==> config.mk <==
export PLATFORM = sky130hd
export DESIGN_NAME = hbp_bridge_ctrl
export DESIGN_NICKNAME = d
export VERILOG_FILES = /design/src/logic/hbp_pkg.sv /design/src/logic/hbp_in_filter.sv /design/src/logic/hbp_flag_sync.sv /design/src/logic/hbp_bridge_ctrl.sv
export SDC_FILE = /design/constraint.sdc
export NUM_CORES = 1
export LEC_CHECK = 0
export BUFFER_PORTS_ARGS = -buffer_cell sky130_fd_sc_hd__buf_4
export CELL_PAD_IN_SITES_DETAIL_PLACEMENT = 0
export CELL_PAD_IN_SITES_GLOBAL_PLACEMENT = 2
export CORE_MARGIN = 4
export CORE_UTILIZATION = 35
export CTS_BUF_LIST = sky130_fd_sc_hd__clkbuf_16
export CTS_CLUSTER_DIAMETER = 40
export CTS_CLUSTER_SIZE = 16
export DETAILED_ROUTE_END_ITERATION = 8
export MAX_ROUTING_LAYER = met4
export PLACE_DENSITY = 0.67
export SLEW_MARGIN = 30
export SYNTH_ARGS = -nofsm -noshare
export SYNTH_HDL_FRONTEND = slang
export SYNTH_SLANG_ARGS = --single-unit
==> constraint.sdc <==
create_clock -name CLK_I -period 4.4 [get_ports CLK_I]
set_clock_uncertainty 0.1 [all_clocks]
set_input_delay 0.88 -clock CLK_I [delete_from_list [all_inputs] [get_ports CLK_I]]
set_output_delay 0.88 -clock CLK_I [all_outputs]
set_load 0.005 [all_outputs]
==> src/logic/hbp_pkg.sv <==
package hbp_pkg;
   localparam int unsigned CLK_HZ = 250_000_000;
   localparam int unsigned CLK_PERIOD_NS = 4;
   // Times in their own unit, as specified.
   localparam int unsigned BLANK_US = 5;
   localparam int unsigned LIMIT_OFF_US = 35;
   localparam int unsigned GUARD_OFF_US = 135;
   localparam int unsigned DIAG_TOGGLE_KHZ = 90;
   localparam int unsigned FILT_NS = 200;
   // Derived cycle counts.
   localparam int unsigned BLANK_CYC = BLANK_US * 1000 / CLK_PERIOD_NS;
   localparam int unsigned LIMIT_OFF_CYC = LIMIT_OFF_US * 1000 / CLK_PERIOD_NS;
   localparam int unsigned GUARD_OFF_CYC = GUARD_OFF_US * 1000 / CLK_PERIOD_NS;
   localparam int unsigned DIAG_HALF_CYC = CLK_HZ / (DIAG_TOGGLE_KHZ * 1000 * 2);
   localparam int unsigned FILT_CYC = (FILT_NS + CLK_PERIOD_NS - 1) / CLK_PERIOD_NS;
   localparam int unsigned CNT_W = 17;
   localparam int unsigned FILT_W = 8;
   localparam logic [1:0] SYNC_RST = 2'h0;

   typedef enum logic [1:0] {
      HBP_RUN = 2'b00,
      HBP_BLANK = 2'b01,
      HBP_LIMIT_OFF = 2'b11,
      HBP_GUARD_OFF = 2'b10
   } hbp_state_t;

   typedef enum logic [1:0] {
      HBP_COAST = 2'b00,
      HBP_FWD = 2'b01,
      HBP_REV = 2'b10,
      HBP_BRAKE = 2'b11
   } hbp_cmd_t;
endpackage

==> src/logic/hbp_in_filter.sv <==
`timescale 1ns/10ps
`default_nettype none
module hbp_in_filter
   import hbp_pkg::*;
(
   input wire logic clk_i, // Clock.
   input wire logic rst_n_i, // Synchronised reset, active low.
   input wire logic pin_i, // Asynchronous input pin.
   output logic filt_o // Synchronised and filtered level.
);
   logic s1_r;
   logic s2_r;
   logic s3_r;
   logic [FILT_W-1:0] cnt_r;

   always_ff @(posedge clk_i or negedge rst_n_i) begin
      if (!rst_n_i) begin
         s1_r <= 1'b0;
         s2_r <= 1'b0;
         s3_r <= 1'b0;
      end else begin
         s1_r <= pin_i;
         s2_r <= s1_r;
         s3_r <= s2_r;
      end
   end

   // A level must stay for the whole filter time before it is taken, so short glitches vanish.
   always_ff @(posedge clk_i or negedge rst_n_i) begin
      if (!rst_n_i) begin
         cnt_r <= '0;
         filt_o <= 1'b0;
      end else if (s2_r != s3_r || s3_r == filt_o) begin
         cnt_r <= '0;
      end else if (cnt_r == FILT_W'(FILT_CYC - 1)) begin
         cnt_r <= '0;
         filt_o <= s3_r;
      end else begin
         cnt_r <= cnt_r + FILT_W'(1);
      end
   end
endmodule
`default_nettype wire

==> src/logic/hbp_flag_sync.sv <==
`timescale 1ns/10ps
`default_nettype none
module hbp_flag_sync
   import hbp_pkg::*;
(
   input wire logic clk_i, // Clock.
   input wire logic rst_n_i, // Synchronised reset, active low.
   input wire logic flag_i, // Asynchronous comparator flag.
   output logic flag_o // Stable flag level.
);
   logic s1_r;
   logic s2_r;
   logic s3_r;

   always_ff @(posedge clk_i or negedge rst_n_i) begin
      if (!rst_n_i) begin
         s1_r <= 1'b0;
         s2_r <= 1'b0;
         s3_r <= 1'b0;
         flag_o <= 1'b0;
      end else begin
         s1_r <= flag_i;
         s2_r <= s1_r;
         s3_r <= s2_r;
         if (s2_r == s3_r) begin
            flag_o <= s3_r;
         end
      end
   end
endmodule
`default_nettype wire

==> src/logic/hbp_bridge_ctrl.sv <==
`timescale 1ns/10ps
`default_nettype none
// Contract
// - Pulsed input picks direction, steady input decay.
// - Steady low gives synchronous rectified decay; the code coasts with all switches off instead.
// - Overcurrent flag triggers the overcurrent guard.
// - Guard turns all switches off 135 us.
// - Guard auto-recovers, diagnostic low meanwhile.
// - Limit below guard: guard only during blanking.
// - Guard below limit: guard acts any time; the code acts only while forward or reverse is driven, or in limit off.
// - Thermal cutout disables outputs, recovers with hysteresis.
// - Diagnostic low during thermal cutout.
// - Any supply lockout flag disables the bridge.
// - Steady inputs decode coast, forward, reverse, brake.
// - 5 us blanking, then 35 us high-side off.
// - Diagnostic high, toggling in limit-off, low on fault.
module hbp_bridge_ctrl
   import hbp_pkg::*;
(
   input wire logic CLK_I, // 250 MHz clock.
   input wire logic ARST_N_I, // Asynchronous reset, active low.
   input wire logic DIR_INPUT_A_I, // Direction input A pin.
   input wire logic DIR_INPUT_B_I, // Direction input B pin.
   input wire logic LIMIT_CMP_I, // Sense voltage reached limit_set_voltage.
   input wire logic OVERCURRENT_CMP_I, // Sense voltage reached overcurrent_set_voltage.
   input wire logic GUARD_BELOW_LIMIT_I, // Overcurrent reference is below the limit reference.
   input wire logic THERMAL_ON_I, // Thermal cutout activation flag.
   input wire logic THERMAL_OFF_I, // Thermal cutout release flag (cooled).
   input wire logic LOCKOUT_MAIN_I, // Main supply undervoltage flag.
   input wire logic LOCKOUT_LOGIC_I, // Logic supply undervoltage flag.
   input wire logic LOCKOUT_PUMP_I, // Charge pump undervoltage flag.
   output logic BRIDGE_OUT_A_HI_O, // Side A high-side switch on.
   output logic BRIDGE_OUT_A_LO_O, // Side A low-side switch on.
   output logic BRIDGE_OUT_B_HI_O, // Side B high-side switch on.
   output logic BRIDGE_OUT_B_LO_O, // Side B low-side switch on.
   output logic DIAG_O // Diagnostic output.
);
   logic rst1_r;
   logic rst_n;
   logic dir_a;
   logic dir_b;
   logic limit_f;
   logic guard_f;
   logic guard_below_f;
   logic therm_on_f;
   logic therm_off_f;
   logic lock_main_f;
   logic lock_logic_f;
   logic lock_pump_f;
   logic lockout;
   logic thermal_cutout_r;
   hbp_state_t state_r;
   hbp_state_t state_nxt;
   logic [CNT_W-1:0] tmr_r;
   logic [CNT_W-1:0] guard_len_r;
   logic [CNT_W-1:0] diag_cnt_r;
   logic diag_tgl_r;
   hbp_cmd_t cmd;
   hbp_cmd_t cmd_prev_r;
   logic drive_on;
   logic turn_on;
   logic guard_hit;
   logic tmr_done;
   logic [3:0] sw_nxt;

   always_ff @(posedge CLK_I or negedge ARST_N_I) begin
      if (!ARST_N_I) begin
         rst1_r <= 1'b0;
         rst_n <= 1'b0;
      end else begin
         rst1_r <= 1'b1;
         rst_n <= rst1_r;
      end
   end

   hbp_in_filter u_filt_a (
      .clk_i(CLK_I),
      .rst_n_i(rst_n),
      .pin_i(DIR_INPUT_A_I),
      .filt_o(dir_a)
   );
   hbp_in_filter u_filt_b (
      .clk_i(CLK_I),
      .rst_n_i(rst_n),
      .pin_i(DIR_INPUT_B_I),
      .filt_o(dir_b)
   );

   hbp_flag_sync u_s_lim (.clk_i(CLK_I), .rst_n_i(rst_n), .flag_i(LIMIT_CMP_I), .flag_o(limit_f));
   hbp_flag_sync u_s_oc (.clk_i(CLK_I), .rst_n_i(rst_n), .flag_i(OVERCURRENT_CMP_I),
      .flag_o(guard_f));
   hbp_flag_sync u_s_gb (.clk_i(CLK_I), .rst_n_i(rst_n), .flag_i(GUARD_BELOW_LIMIT_I),
      .flag_o(guard_below_f));
   hbp_flag_sync u_s_ton (.clk_i(CLK_I), .rst_n_i(rst_n), .flag_i(THERMAL_ON_I),
      .flag_o(therm_on_f));
   hbp_flag_sync u_s_toff (.clk_i(CLK_I), .rst_n_i(rst_n), .flag_i(THERMAL_OFF_I),
      .flag_o(therm_off_f));
   hbp_flag_sync u_s_lm (.clk_i(CLK_I), .rst_n_i(rst_n), .flag_i(LOCKOUT_MAIN_I),
      .flag_o(lock_main_f));
   hbp_flag_sync u_s_ll (.clk_i(CLK_I), .rst_n_i(rst_n), .flag_i(LOCKOUT_LOGIC_I),
      .flag_o(lock_logic_f));
   hbp_flag_sync u_s_lp (.clk_i(CLK_I), .rst_n_i(rst_n), .flag_i(LOCKOUT_PUMP_I),
      .flag_o(lock_pump_f));

   assign lockout = lock_main_f | lock_logic_f | lock_pump_f;
   assign cmd = hbp_cmd_t'({dir_b, dir_a});
   // Only forward and reverse put current through the sense resistor from the supply.
   assign drive_on = (cmd == HBP_FWD) || (cmd == HBP_REV);

   // Thermal cutout latches until the release flag says the die has cooled.
   always_ff @(posedge CLK_I or negedge rst_n) begin
      if (!rst_n) begin
         thermal_cutout_r <= 1'b0;
      end else if (therm_on_f) begin
         thermal_cutout_r <= 1'b1;
      end else if (therm_off_f) begin
         thermal_cutout_r <= 1'b0;
      end
   end

   always_ff @(posedge CLK_I or negedge rst_n) begin
      if (!rst_n) begin
         cmd_prev_r <= HBP_COAST;
      end else begin
         cmd_prev_r <= cmd;
      end
   end

   // A new drive phase begun in the run state, including each host phase pulse, restarts blanking.
   assign turn_on = drive_on && (cmd != cmd_prev_r);
   // With the limit first, the guard is looked at only while blanking hides the limit.
   assign guard_hit = guard_f && drive_on &&
      (guard_below_f || state_r == HBP_BLANK);
   assign tmr_done = (tmr_r == '0);

   always_comb begin
      state_nxt = state_r;
      unique case (state_r)
         HBP_RUN: begin
            if (guard_hit) begin
               state_nxt = HBP_GUARD_OFF;
            end else if (turn_on) begin
               state_nxt = HBP_BLANK;
            end else if (drive_on && limit_f && !guard_below_f) begin
               state_nxt = HBP_LIMIT_OFF;
            end else if (drive_on && limit_f) begin
               state_nxt = HBP_LIMIT_OFF;
            end
         end
         HBP_BLANK: begin
            if (guard_hit) begin
               state_nxt = HBP_GUARD_OFF;
            end else if (!drive_on) begin
               state_nxt = HBP_RUN;
            end else if (tmr_done) begin
               state_nxt = HBP_RUN;
            end
         end
         HBP_LIMIT_OFF: begin
            if (guard_f && guard_below_f) begin
               state_nxt = HBP_GUARD_OFF;
            end else if (tmr_done) begin
               state_nxt = HBP_BLANK;
            end
         end
         HBP_GUARD_OFF: begin
            if (tmr_done) begin
               state_nxt = HBP_BLANK;
            end
         end
      endcase
      if (lockout || thermal_cutout_r) begin
         state_nxt = HBP_RUN;
      end
   end

   always_ff @(posedge CLK_I or negedge rst_n) begin
      if (!rst_n) begin
         state_r <= HBP_RUN;
         tmr_r <= '0;
      end else begin
         state_r <= state_nxt;
         if (state_nxt != state_r || (state_r == HBP_RUN && turn_on)) begin
            unique case (state_nxt)
               HBP_BLANK: tmr_r <= CNT_W'(BLANK_CYC - 1);
               HBP_LIMIT_OFF: tmr_r <= CNT_W'(LIMIT_OFF_CYC - 1);
               HBP_GUARD_OFF: tmr_r <= CNT_W'(GUARD_OFF_CYC - 1);
               HBP_RUN: tmr_r <= '0;
            endcase
         end else if (!tmr_done) begin
            tmr_r <= tmr_r - CNT_W'(1);
         end
      end
   end

   // Counts the cycles spent in the guard off period, so its full length can be checked.
   always_ff @(posedge CLK_I or negedge rst_n) begin
      if (!rst_n) begin
         guard_len_r <= '0;
      end else if (state_r == HBP_GUARD_OFF) begin
         guard_len_r <= guard_len_r + CNT_W'(1);
      end else begin
         guard_len_r <= '0;
      end
   end

   // Switch pattern {a_hi, a_lo, b_hi, b_lo}.
   always_comb begin
      unique case (cmd)
         HBP_COAST: sw_nxt = 4'h0;
         HBP_FWD: sw_nxt = 4'h9;
         HBP_REV: sw_nxt = 4'h6;
         HBP_BRAKE: sw_nxt = 4'h5;
      endcase
      // In the limit off time, the high-side is masked off and the driven low-side stays on for recirculation.
      if (state_r == HBP_LIMIT_OFF) begin
         sw_nxt = sw_nxt & 4'h5;
      end
      if (state_r == HBP_GUARD_OFF || lockout || thermal_cutout_r) begin
         sw_nxt = 4'h0;
      end
   end

   always_ff @(posedge CLK_I or negedge rst_n) begin
      if (!rst_n) begin
         BRIDGE_OUT_A_HI_O <= 1'b0;
         BRIDGE_OUT_A_LO_O <= 1'b0;
         BRIDGE_OUT_B_HI_O <= 1'b0;
         BRIDGE_OUT_B_LO_O <= 1'b0;
      end else begin
         BRIDGE_OUT_A_HI_O <= sw_nxt[3];
         BRIDGE_OUT_A_LO_O <= sw_nxt[2];
         BRIDGE_OUT_B_HI_O <= sw_nxt[1];
         BRIDGE_OUT_B_LO_O <= sw_nxt[0];
      end
   end

   // The toggle runs free, so it is not aligned with the off-time edges.
   always_ff @(posedge CLK_I or negedge rst_n) begin
      if (!rst_n) begin
         diag_cnt_r <= '0;
         diag_tgl_r <= 1'b0;
      end else if (diag_cnt_r == CNT_W'(DIAG_HALF_CYC - 1)) begin
         diag_cnt_r <= '0;
         diag_tgl_r <= ~diag_tgl_r;
      end else begin
         diag_cnt_r <= diag_cnt_r + CNT_W'(1);
      end
   end

   always_ff @(posedge CLK_I or negedge rst_n) begin
      if (!rst_n) begin
         DIAG_O <= 1'b0;
      end else if (lockout || thermal_cutout_r || state_r == HBP_GUARD_OFF) begin
         DIAG_O <= 1'b0;
      end else if (state_r == HBP_LIMIT_OFF) begin
         DIAG_O <= diag_tgl_r;
      end else begin
         DIAG_O <= 1'b1;
      end
   end

   guard_off_len_a: assert property (@(posedge CLK_I) disable iff (!rst_n)
      state_r == HBP_GUARD_OFF && state_nxt != HBP_GUARD_OFF && !lockout
      && !thermal_cutout_r |-> guard_len_r == CNT_W'(GUARD_OFF_CYC - 1))
      else $error("Guard off period has the wrong length.");
   guard_anytime_a: assert property (@(posedge CLK_I) disable iff (!rst_n)
      guard_f && guard_below_f && drive_on && !lockout && !thermal_cutout_r
      && state_r != HBP_GUARD_OFF |=> state_r == HBP_GUARD_OFF)
      else $error("Guard did not act while it has priority.");
   guard_all_off_a: assert property (@(posedge CLK_I) disable iff (!rst_n)
      state_r == HBP_GUARD_OFF |=> !BRIDGE_OUT_A_HI_O && !BRIDGE_OUT_A_LO_O &&
      !BRIDGE_OUT_B_HI_O && !BRIDGE_OUT_B_LO_O)
      else $error("Switch on during guard off.");
   guard_diag_low_a: assert property (@(posedge CLK_I) disable iff (!rst_n)
      state_r == HBP_GUARD_OFF |=> !DIAG_O)
      else $error("Diagnostic not low in guard off.");
   guard_recover_a: assert property (@(posedge CLK_I) disable iff (!rst_n)
      state_r == HBP_GUARD_OFF && tmr_done && !lockout && !thermal_cutout_r
      |=> state_r == HBP_BLANK)
      else $error("Guard did not recover.");
   lockout_off_a: assert property (@(posedge CLK_I) disable iff (!rst_n)
      lockout |=> !BRIDGE_OUT_A_HI_O && !BRIDGE_OUT_A_LO_O && !BRIDGE_OUT_B_HI_O
      && !BRIDGE_OUT_B_LO_O && !DIAG_O)
      else $error("Bridge active under lockout.");
   thermal_hold_a: assert property (@(posedge CLK_I) disable iff (!rst_n)
      thermal_cutout_r && !therm_off_f |=> thermal_cutout_r)
      else $error("Thermal cutout released early.");
   thermal_diag_a: assert property (@(posedge CLK_I) disable iff (!rst_n)
      thermal_cutout_r |=> !DIAG_O && !BRIDGE_OUT_A_LO_O)
      else $error("Output active in thermal cutout.");
   limit_hs_off_a: assert property (@(posedge CLK_I) disable iff (!rst_n)
      state_r == HBP_LIMIT_OFF |=> !BRIDGE_OUT_A_HI_O && !BRIDGE_OUT_B_HI_O)
      else $error("High side on in limit off.");
   blank_ignore_a: assert property (@(posedge CLK_I) disable iff (!rst_n)
      state_r == HBP_BLANK && !guard_hit && !lockout && !thermal_cutout_r && drive_on
      && !tmr_done |=> state_r == HBP_BLANK)
      else $error("Limit acted during blanking.");
   fwd_decode_a: assert property (@(posedge CLK_I) disable iff (!rst_n)
      cmd == HBP_FWD && state_r != HBP_GUARD_OFF && state_r != HBP_LIMIT_OFF && !lockout
      && !thermal_cutout_r |=> BRIDGE_OUT_A_HI_O && BRIDGE_OUT_B_LO_O)
      else $error("Forward decode wrong.");
endmodule
`default_nettype wire

==> reports/results.tsv, run 1 <==
metric	value	unit
outcome	completed	
end_kind	flip-flop	
grt_max_degree	46	
fin_util	41.22	%
clock_latency	0.35	ns
syn_inst	374	
cpMostUsedCell	nor2_1	
sw_frac_of_total	21.98	%
ir_drop	0.0003387	V
drive_gt1_share	10.95	%
yosysTopAreaCell	dfrtp_1	
power.density	367.8	nW/um2
final_cell_mix	102 x dfrtp_1, 44 x nor2_1, 22 x xnor2_1, 20 x nand2_1, 19 x xor2_1	
synth_area_per_cell	11.73	um2
post_cts_resized	0	
p_int	0.001438	W
grt_pass1_vias	2836	
p_comb_share	2.3	%
drtPass1Iterations	4	
synth_edf_count	0	
rrSetupSlack	1.31	ns
synth-seq-cells	103	
num_vias	2741	
cts_sinks	103	
fin_setup_tns	0	ns
post-route-drc-count	0	
slew_headroom	42.26	%
cts_root_buf	clkbuf_16	
cp_cell_sequence	or4_1 > nor2_1 > a211oi_1 > a211oi_1 > inv_1 > ha_1 > nor2_1 > nor2_1 > o2bb2ai_1	
area_delta_synth_final	14.26	%
crit_type	reg -> reg	
grt_pass1_wl	13.80	mm
yosysSeqAreaShare	58.74	%
clk_path_buf_depth	2	
rsz0062_at_grt	no	
cts_tree	done	
htreeDepth	3	
die_width	120.0	um
fin_nets	426	
syn_nets	403	
grt_overflow	0	
required	4.52	ns
synth_warnings	0	
maxCapViolations	0	
core	12160	um2
ioPinCount	17	
slowest_delay	0.72	ns
crit_family	simple AND/OR/NAND/NOR gates	
start_kind	flip-flop	
hold_viol	0	
worstHoldPathType	reg -> async	
hpwlAfterDp	5.376	mm
pwr-share-seq	53.9	%
finalWeightedCongestion	0.8119	
cts-hold-fix-buffers	0	
postCtsSetupBuffers	0	
n_antenna_cell	0	
pwr-share-clk	43.9	%
cpMaxStageDelayCell	or4_1	
yosysTopAreaCellShare	58.74	%
drv_slew	0	
ys_types	49	
grt_use_total	12.37	%
period_share	70.17	%
die_y	120.0	um
num_rows	40	
max_freq	323.9	MHz
cp_num_buf_inv	1	
viasPerCell	4.809	
finalCriticalPeriod	3.088	ns
syn_area	4388	um2
critPathMaxFanout	9	
antenna_found_initial	0	
tightest_slew	0.8583	ns
ant_nets	0	
p_switching	0.0004053	W
synthTopCellsByArea	dfrtp_1 59%, ha_1 4.8%, xnor2_1 4.4%	
synth_flop_cell	dfrtp_1	
critPathArrivalTime	3.20	ns
path_clk_slew	0.07	ns
drt-initial-drc-count	130	
start_util	36.08	%
final-setup-viol-count	0	
wirelength	7.647	mm
routedWlPerCell	13.42	um
dieArea	14390	um2
cts_buffers	9	
layout_commonest_cell	dfrtp_1	
synthArstFlopShare	100.0	%
leakage	2.297	nW
io_buffer_count	16	
## path summary, 6_finish.rpt
path | cells after the start | startpoint | to
worst max-delay path | 9 | tmr_r[4]$_DFFE_PN0P_ | tmr_r[2]$_DFFE_PN0P_
worst min-delay path | 0 | rst_n$_DFF_PN0_ | diag_cnt_r[5]$_DFF_PN0_
worst max register to register | 9 | tmr_r[4]$_DFFE_PN0P_ | tmr_r[2]$_DFFE_PN0P_
worst min register to register | 0 | rst_n$_DFF_PN0_ | diag_cnt_r[5]$_DFF_PN0_
max in group asynchronous | 1 | rst_n$_DFF_PN0_ | BRIDGE_OUT_B_HI_O$_DFF_PN0_
min in group CLK_I | 0 | u_filt_a.s1_r$_DFF_PN0_ | u_filt_a.s2_r$_DFF_PN0_
## layer usage
layer	up-vias	share of wire (%)	global-route usage, %	routed length, um
li1	1355	-	-	-
met1	1353	49	16.07	3728
met2	25	46	18.12	3521
met3	8	3.4	4.241	259
met4	0	1.8	4.223	138
met5	-	0	-	0
## final cells by class
| type | instances | area (um2) |
|---|---|---|
| tap | 168 | 210.2 |
| timing repair buffer | 18 | 135.1 |
| sequential | 103 | 2581 |
| inverter | 15 | 56.30 |
| clock inverter | 7 | 77.57 |
| clock buffer | 9 | 225.2 |
| fill | 1186 | 7148 |
| multi-input combinational | 250 | 1728 |
## logic make-up (layout without fill, tap and decap cells)
kind of cell    Yosys count  count (layout)  share of synthesized area (%)
simple gates            133             133                          15.68
flops                   103             103                          58.74
compound gates           45              45                          7.414
xor+xnor                 41              41                          8.184
fa+ha+maj                25              25                          6.672
buf+inv                  21              49                          1.996
mux                       5               5                          1.226
other cells               1               1                        0.08546
## through the flow
stage          instance area, um2  worst slack [ns]  total power, W  hold WS, ns  instances
2_1_floorplan                4388             1.218        0.001032       0.2312        374
3_3_place_gp                 4706             1.438        0.001055       0.1692        554
3_5_place_dp                 4711             1.336        0.001057       0.1850        554
4_1_cts                      5014             1.326        0.001880       0.1870        570
5_1_grt                      5014             1.031        0.001933       0.1843        570
6_report                     5014             1.312        0.001844       0.1577        570
## power groups by stage
| stage | clock network [W] | logic, W | registers, W |
|---|---|---|---|
| detailed placement | 0 | 0.0000440 | 0.00101 |
| global placement | 0 | 0.0000435 | 0.00101 |
| global route | 0.000885 | 0.0000491 | 0.000998 |
| floorplan | 0 | 0.0000172 | 0.00102 |
| finish | 0.000809 | 0.0000418 | 0.000993 |
| CTS | 0.000841 | 0.0000443 | 0.000995 |
## flip-flops by register name (all words and copies together) (netlist names), 2 cells and up
signal	count
u_filt_a.cnt_r	8
cmd_prev_r	2
state_r	2
tmr_r	17
diag_cnt_r	17
u_filt_b.cnt_r	8
## Yosys cell counts, types with 2 or more instances
cell       number
dfrtp_1       103
nor2_1         44
xnor2_1        22
nand2_1        20
xor2_1         19
ha_1           17
inv_1          15
nand3_1        14
o21ai_0        10
and3_1          8
maj3_1          8
nor3_1          8
o2bb2ai_1       7
a21oi_1         6
nor4_1          6
nand4_1         5
or3_1           5
or4_1           5
a211oi_1        4
clkbuf_1        4
nand4b_1        4
mux2_2          3
o21a_1          3
o31ai_1         3
or2_2           3
mux2i_1         2
nand3b_1        2
o211ai_1        2
o41ai_1         2
(Power assumes the default switching activity.)
==> inputs of run 2 (changes only) <==
--- a/config.mk
+++ b/config.mk
@@ -15,7 +15,7 @@
 export CTS_CLUSTER_SIZE = 16
 export DETAILED_ROUTE_END_ITERATION = 8
 export MAX_ROUTING_LAYER = met4
-export PLACE_DENSITY = 0.67
+export PLACE_DENSITY = 0.7
 export SLEW_MARGIN = 30
 export SYNTH_ARGS = -nofsm -noshare
 export SYNTH_HDL_FRONTEND = slang
==> constraint.sdc (replaced) <==
create_clock -name CLK_I -period 2.7 [get_ports CLK_I]
set_clock_uncertainty 0.1 [all_clocks]
set_input_delay 0.54 -clock CLK_I [delete_from_list [all_inputs] [get_ports CLK_I]]
set_output_delay 0.54 -clock CLK_I [all_outputs]
set_load 0.005 [all_outputs]
==> run 2 against run 1 <==
  * Power is 57% higher
  * Critical path depth stayed put
  * Routed wire length is 2.8% higher
  * Global-route usage is 0.18 points lower
  * Fmax is 21% higher
  * Clock power is 48% higher
  * Final cell count is 2.6% higher
  * Critical path type unchanged
  * Flip-flop and latch count stayed put
  * Largest power group unchanged
==> reports/results.tsv, run 2 (synthesis gave the netlist of run 1 again) <==
metric	value	unit
timing.rr.start	tmr_r[4]$_DFFE_PN0P_	
drv_slew	0	
cts_buffers	9	
start_kind	flip-flop	
io_buffer_count	16	
clock_latency	0.35	ns
period_share	94.66	%
num_vias	2777	
design_area	5142	um2
tightest_slew	0.6833	ns
path_clk_slew	0.07	ns
slew_headroom	54.25	%
finalWeightedCongestion	0.8312	
final_cell_mix	101 x dfrtp_1, 43 x nor2_1, 31 x buf_4, 22 x xnor2_1, 20 x nand2_1	
critPathMaxFanout	4	
hpwlAfterDp	5.431	mm
final-setup-viol-count	0	
start_util	36.08	%
grt_use_total	12.18	%
grt_max_degree	65	
end_kind	flip-flop	
hold_viol	0	
num_rows	40	
drt-initial-drc-count	141	
max_freq	391.3	MHz
dieArea	14390	um2
ant_nets	0	
maxCapViolations	0	
grt_pass1_wl	13.66	mm
area_delta_synth_final	17.19	%
grt_pass1_vias	2728	
cts_tree	done	
post-route-drc-count	0	
finalCriticalPeriod	2.556	ns
grt_overflow	0	
htreeDepth	3	
ioPinCount	17	
routedWlPerCell	13.43	um
cts_sinks	103	
fin_setup_tns	0	ns
final.hold.worst_slack	0.1938	ns
core	12160	um2
worstHoldPathType	in -> reg	
cts_root_buf	clkbuf_16	
n_antenna_cell	0	
layout_commonest_cell	dfrtp_1	
wirelength	7.859	mm
drive_gt1_share	15.35	%
die_width	120.0	um
ir_drop	0.0003608	V
crit_type	reg -> reg	
postCtsSetupBuffers	0	
drtPass1Iterations	4	
viasPerCell	4.747	
antenna_found_initial	0	
rsz0062_at_grt	no	
leakage	2.365	nW
place_area	4823	um2
reg_top3	diag_cnt_r (17), tmr_r (17)	
critPathArrivalTime	2.66	ns
crit_path_start	tmr_r[4]$_DFFE_PN0P_	
power.density	562.4	nW/um2
required	2.80	ns
hp-start	OVERCURRENT_CMP_I	
outcome	completed	
finalPower	0.002892	W
clk_path_buf_depth	2	
fin_nets	441	
die_y	120.0	um
## run 2: cell count changes in the layout (fill, tap and decap cells not counted), sizes merged
| cell | previous run | this run |
|---|---|---|
| dlygate4sd3 | 0 | 1 |
| buf | 18 | 32 |
| bufinv | 1 | 0 |
| clkinv | 3 | 5 |
| inv | 18 | 17 |
## run 2: cell type report
cell class                 instances  area [um2]
fill                            1147        7019
timing repair buffer              33       262.8
clock inverter                     7       50.05
multi-input combinational        250        1755
sequential                       103        2582
inverter                          15       56.30
tap                              168       210.2
clock buffer                       9       225.2
## run 2: metal layers
| layer | global-route usage [%] | share of wire [%] |
|---|---|---|
| met5 | - | 0 |
| met3 | 4.194 | 4.2 |
| met4 | 4.510 | 1.9 |
| met1 | 15.72 | 49 |
| met2 | 17.81 | 44 |
## run 2: per-stage QoR
stage,setup slack [ns],std cells,utilization (%)
finish,0.1443,585,42.28
global route,0.005064,585,42.28
global placement,0.1411,568,39.66
detailed placement,0.06664,568,39.66
CTS,0.02986,585,42.01
floorplan,0.07376,374,-
## run 2: where the power goes
| part | switching (W) | total [W] | internal (W) |
|---|---|---|---|
| Sequential | 0.0000382 | 0.00162 | 0.00158 |
| Clock | 0.000573 | 0.00120 | 0.000628 |
| Combinational | 0.0000361 | 0.0000687 | 0.0000325 |
## run 2: path summary, 6_finish.rpt
| kind | end | slack [ns] | cells past startpoint |
|---|---|---|---|
| max | tmr_r[2]$_DFFE_PN0P_ | 0.14 | 9 |
| min | u_s_oc.s1_r$_DFF_PN0_ | 0.19 | 1 |
| max reg2reg | tmr_r[2]$_DFFE_PN0P_ | 0.14 | 9 |
| min reg2reg | u_s_toff.s2_r$_DFF_PN0_ | 0.21 | 0 |
| max in group asynchronous | u_filt_b.filt_o$_DFFE_PN0P_ | 1.55 | 1 |
| min in group asynchronous | u_s_toff.s2_r$_DFF_PN0_ | 0.21 | 0 |
## run 2: what timing repair did
action,in CTS,in global routing
setup endpoints to repair,0,7
gates resized for setup,0,8
endpoints found under the hold margin,2,0
hold buffers,1,0
## run 2: critical path, cell delays in order, from the launching register on
cell       delay [ns]
dfrtp_1          0.39
or4_4            0.55
or4b_4           0.53
o22ai_4          0.12
a211oi_2         0.10
buf_4            0.16
ha_1             0.19
nor2_1           0.08
nor2_1           0.06
o2bb2ai_1        0.13
==> inputs of run 3 (changes only) <==
--- a/config.mk
+++ b/config.mk
@@ -5,10 +5,11 @@
 export SDC_FILE = /design/constraint.sdc
 export NUM_CORES = 1
 export LEC_CHECK = 0
+export ABC_AREA = 1
 export BUFFER_PORTS_ARGS = -buffer_cell sky130_fd_sc_hd__buf_4
 export CELL_PAD_IN_SITES_DETAIL_PLACEMENT = 0
 export CELL_PAD_IN_SITES_GLOBAL_PLACEMENT = 2
-export CORE_MARGIN = 4
+export CORE_MARGIN = 2
 export CORE_UTILIZATION = 35
 export CTS_BUF_LIST = sky130_fd_sc_hd__clkbuf_16
 export CTS_CLUSTER_DIAMETER = 40
==> constraint.sdc (replaced) <==
create_clock -name CLK_I -period 2.6 [get_ports CLK_I]
set_clock_uncertainty 0.1 [all_clocks]
set_input_delay 0.52 -clock CLK_I [delete_from_list [all_inputs] [get_ports CLK_I]]
set_output_delay 0.52 -clock CLK_I [all_outputs]
set_load 0.005 [all_outputs]
==> run 3 against run 2 <==
  * Final cell count rose by 14%
  * Global-route usage rose by 0.95 points
  * Synthesized cell count rose by 23%
  * Highest routed layer unchanged
  * Largest cell class unchanged
  * Critical endpoint unchanged
  * Core utilization fell by 0.93 points
  * Non-clock buffer count fell by 11
==> reports/results.tsv, run 3 <==
metric	value	unit
p_comb_share	2.6	%
synth_edf_count	0	
leakage	2.563	nW
ioPinCount	17	
outcome	completed	
core	12670	um2
syn_nets	488	
n_fill_cell	1295	
maxCapViolations	0	
antenna_found_initial	0	
htreeDepth	3	
final-setup-viol-count	0	
ys_types	34	
io_buffer_count	16	
ir_drop	0.0004645	V
layout_commonest_cell	dfrtp_1	
critPathMaxFanout	7	
yosysTopAreaCell	dfrtp_1	
place_area	4906	um2
die_width	117.9	um
grt_overflow	0	
syn_area	4544	um2
yosys.area_share.xor_xnor	4.626	%
power.density	608.0	nW/um2
n_antenna_cell	0	
p_int	0.002459	W
wirelength	7.986	mm
post-route-drc-count	0	
routedWlPerCell	11.97	um
fin_setup_tns	0	ns
viasPerCell	4.442	
post_cts_resized	0	
cts_sinks	103	
pwr-share-seq	52.7	%
pwr-share-clk	44.7	%
hold_viol	0	
synth_flop_cell	dfrtp_1	
synth-compound-area-share	4.846	%
yosysTopAreaCellShare	56.72	%
start_kind	flip-flop	
finalPower	0.003186	W
reg_top3	diag_cnt_r (17), tmr_r (17)	
synth-seq-cells	103	
p_switching	0.0007274	W
start_util	35.86	%
finalWeightedCongestion	0.8165	
grt_max_degree	37	
yosys.area_share.simple	22.63	%
drt-initial-drc-count	110	
grt_pass1_vias	3019	
synth_warnings	0	
crit_type	reg -> reg	
final_cell_mix	102 x dfrtp_1, 74 x nand2_1, 63 x nor2_1, 48 x inv_1, 23 x nand3_1	
die_y	117.9	um
clk_path_buf_depth	2	
drv_slew	0	
synthAdderAreaFrac	6.443	%
muxShareOfSynthArea	0	%
cts_root_buf	clkbuf_16	
rsz0062_at_grt	no	
ant_nets	0	
num_vias	2963	
num_rows	41	
synthTopCellsByArea	dfrtp_1 57%, nand2_1 6.1%, nor2_1 5.2%	
drive_gt1_share	13.74	%
synthArstFlopShare	100.0	%
critPathArrivalTime	2.49	ns
synth_common_cells	103 x dfrtp_1, 74 x nand2_1, 63 x nor2_1	
max_freq	423.2	MHz
yosysMostFrequentCell	dfrtp_1	
clock_latency	0.35	ns
worstHoldPathType	reg -> async	
synth_top_family_by_area	simple AND/OR/NAND/NOR gates	
grt_pass1_wl	14.15	mm
cts_tree	done	
path_clk_slew	0.08	ns
design_area	5240	um2
drtPass1Iterations	4	
fin_util	41.35	%
finalCriticalPeriod	2.363	ns
sw_frac_of_total	22.83	%
area_delta_synth_final	15.31	%
dieArea	13910	um2
required	2.73	ns
syn_inst	459	
postCtsSetupBuffers	0	
fin_nets	519	
end_kind	flip-flop	
yosysSeqAreaShare	56.72	%
cts_buffers	9	
period_share	90.89	%
hpwlAfterDp	5.788	mm
synth_area_per_cell	9.901	um2
grt_use_total	13.13	%
run 3: changes by cell type in the layout (fill, tap and decap cells not counted), sizes merged, moves of 10 or more:
| cell | before | now |
|---|---|---|
| nand2 | 20 | 85 |
| inv | 17 | 52 |
| nor2 | 44 | 72 |
| a21oi | 6 | 23 |
| buf | 32 | 21 |
| nand3 | 14 | 25 |
| xnor2 | 22 | 12 |
run 3: logic make-up after synthesis:
logic type,count (synthesis)
AND/OR/NAND/NOR,215
flip-flops,103
buffers and inverters,51
AO/OA/AOI/OAI,40
adder cells (fa/ha/maj),25
XOR/XNOR,24
other,1
run 3: critical path: stages (launching register included):
cell and delay, ns:
dfrtp_1 0.46, inv_1 0.14, ha_1 0.39, nand3_1 0.10
nand3_1 0.08, inv_1 0.05, nand2_1 0.08, nand3_2 0.09
nand2_4 0.12, inv_1 0.10, ha_1 0.22, nor2_1 0.10
nor2_1 0.04, nand2_1 0.09, a21oi_1 0.07
run 3: power by group through the flow:
stage               registers (W)  clock network, W   logic, W
floorplan                 0.00172                 0  0.0000326
global placement          0.00171                 0  0.0000836
detailed placement        0.00171                 0  0.0000847
CTS                       0.00168           0.00149  0.0000860
global route              0.00169           0.00155  0.0000957
finish                    0.00168           0.00143  0.0000822
run 3: layout make-up:
class / instances / area (um2) / share of cell area, %
multi-input combinational: 305 / 1755 / 33.50
clock buffer: 9 / 225.2 / 4.298
timing repair buffer: 22 / 180.2 / 3.438
inverter: 49 / 183.9 / 3.510
clock inverter: 7 / 98.84 / 1.886
tap: 172 / 215.2 / 4.107
sequential: 103 / 2581 / 49.26
run 3: final timing paths:
kind	slack, ns	endpoint	cells after the start	start
min in group CLK_I	0.17	u_s_lm.s1_r$_DFF_PN0_	1	LOCKOUT_MAIN_I
min	0.12	u_s_lp.s1_r$_DFF_PN0_	0	rst_n$_DFF_PN0_
min reg2reg	0.12	u_s_lp.s1_r$_DFF_PN0_	0	rst_n$_DFF_PN0_
max	0.24	tmr_r[2]$_DFFE_PN0P_	14	u_filt_a.filt_o$_DFFE_PN0P_
max reg2reg	0.24	tmr_r[2]$_DFFE_PN0P_	14	u_filt_a.filt_o$_DFFE_PN0P_
max in group asynchronous	1.65	diag_cnt_r[8]$_DFF_PN0_	1	rst_n$_DFF_PN0_
run 3: what timing repair did:
item / in CTS / in global routing
hold buffers: 1 / 0
endpoints found under the hold margin: 2 / 0
endpoints found under the setup margin: 0 / 0
run 3: per-stage QoR:
step	cells	setup slack [ns]	hold WS, ns
2_1_floorplan	459	0.4898	0.1244
3_3_place_gp	650	0.3355	0.1256
3_5_place_dp	650	0.2658	0.1210
4_1_cts	667	0.2312	0.1295
5_1_grt	667	0.01815	0.1432
6_report	667	0.2370	0.1160
run 3: layer usage:
layer | share of wire (%) | wire length (um) | GRT usage [%] | vias up
met2 | 47 | 3730 | 20.17 | 19
met4 | 1.5 | 116 | 4.443 | 0
li1 | - | - | - | 1532
met1 | 49 | 3916 | 16.32 | 1403
met3 | 2.8 | 222 | 4.360 | 9
met5 | 0 | 0 | - | -
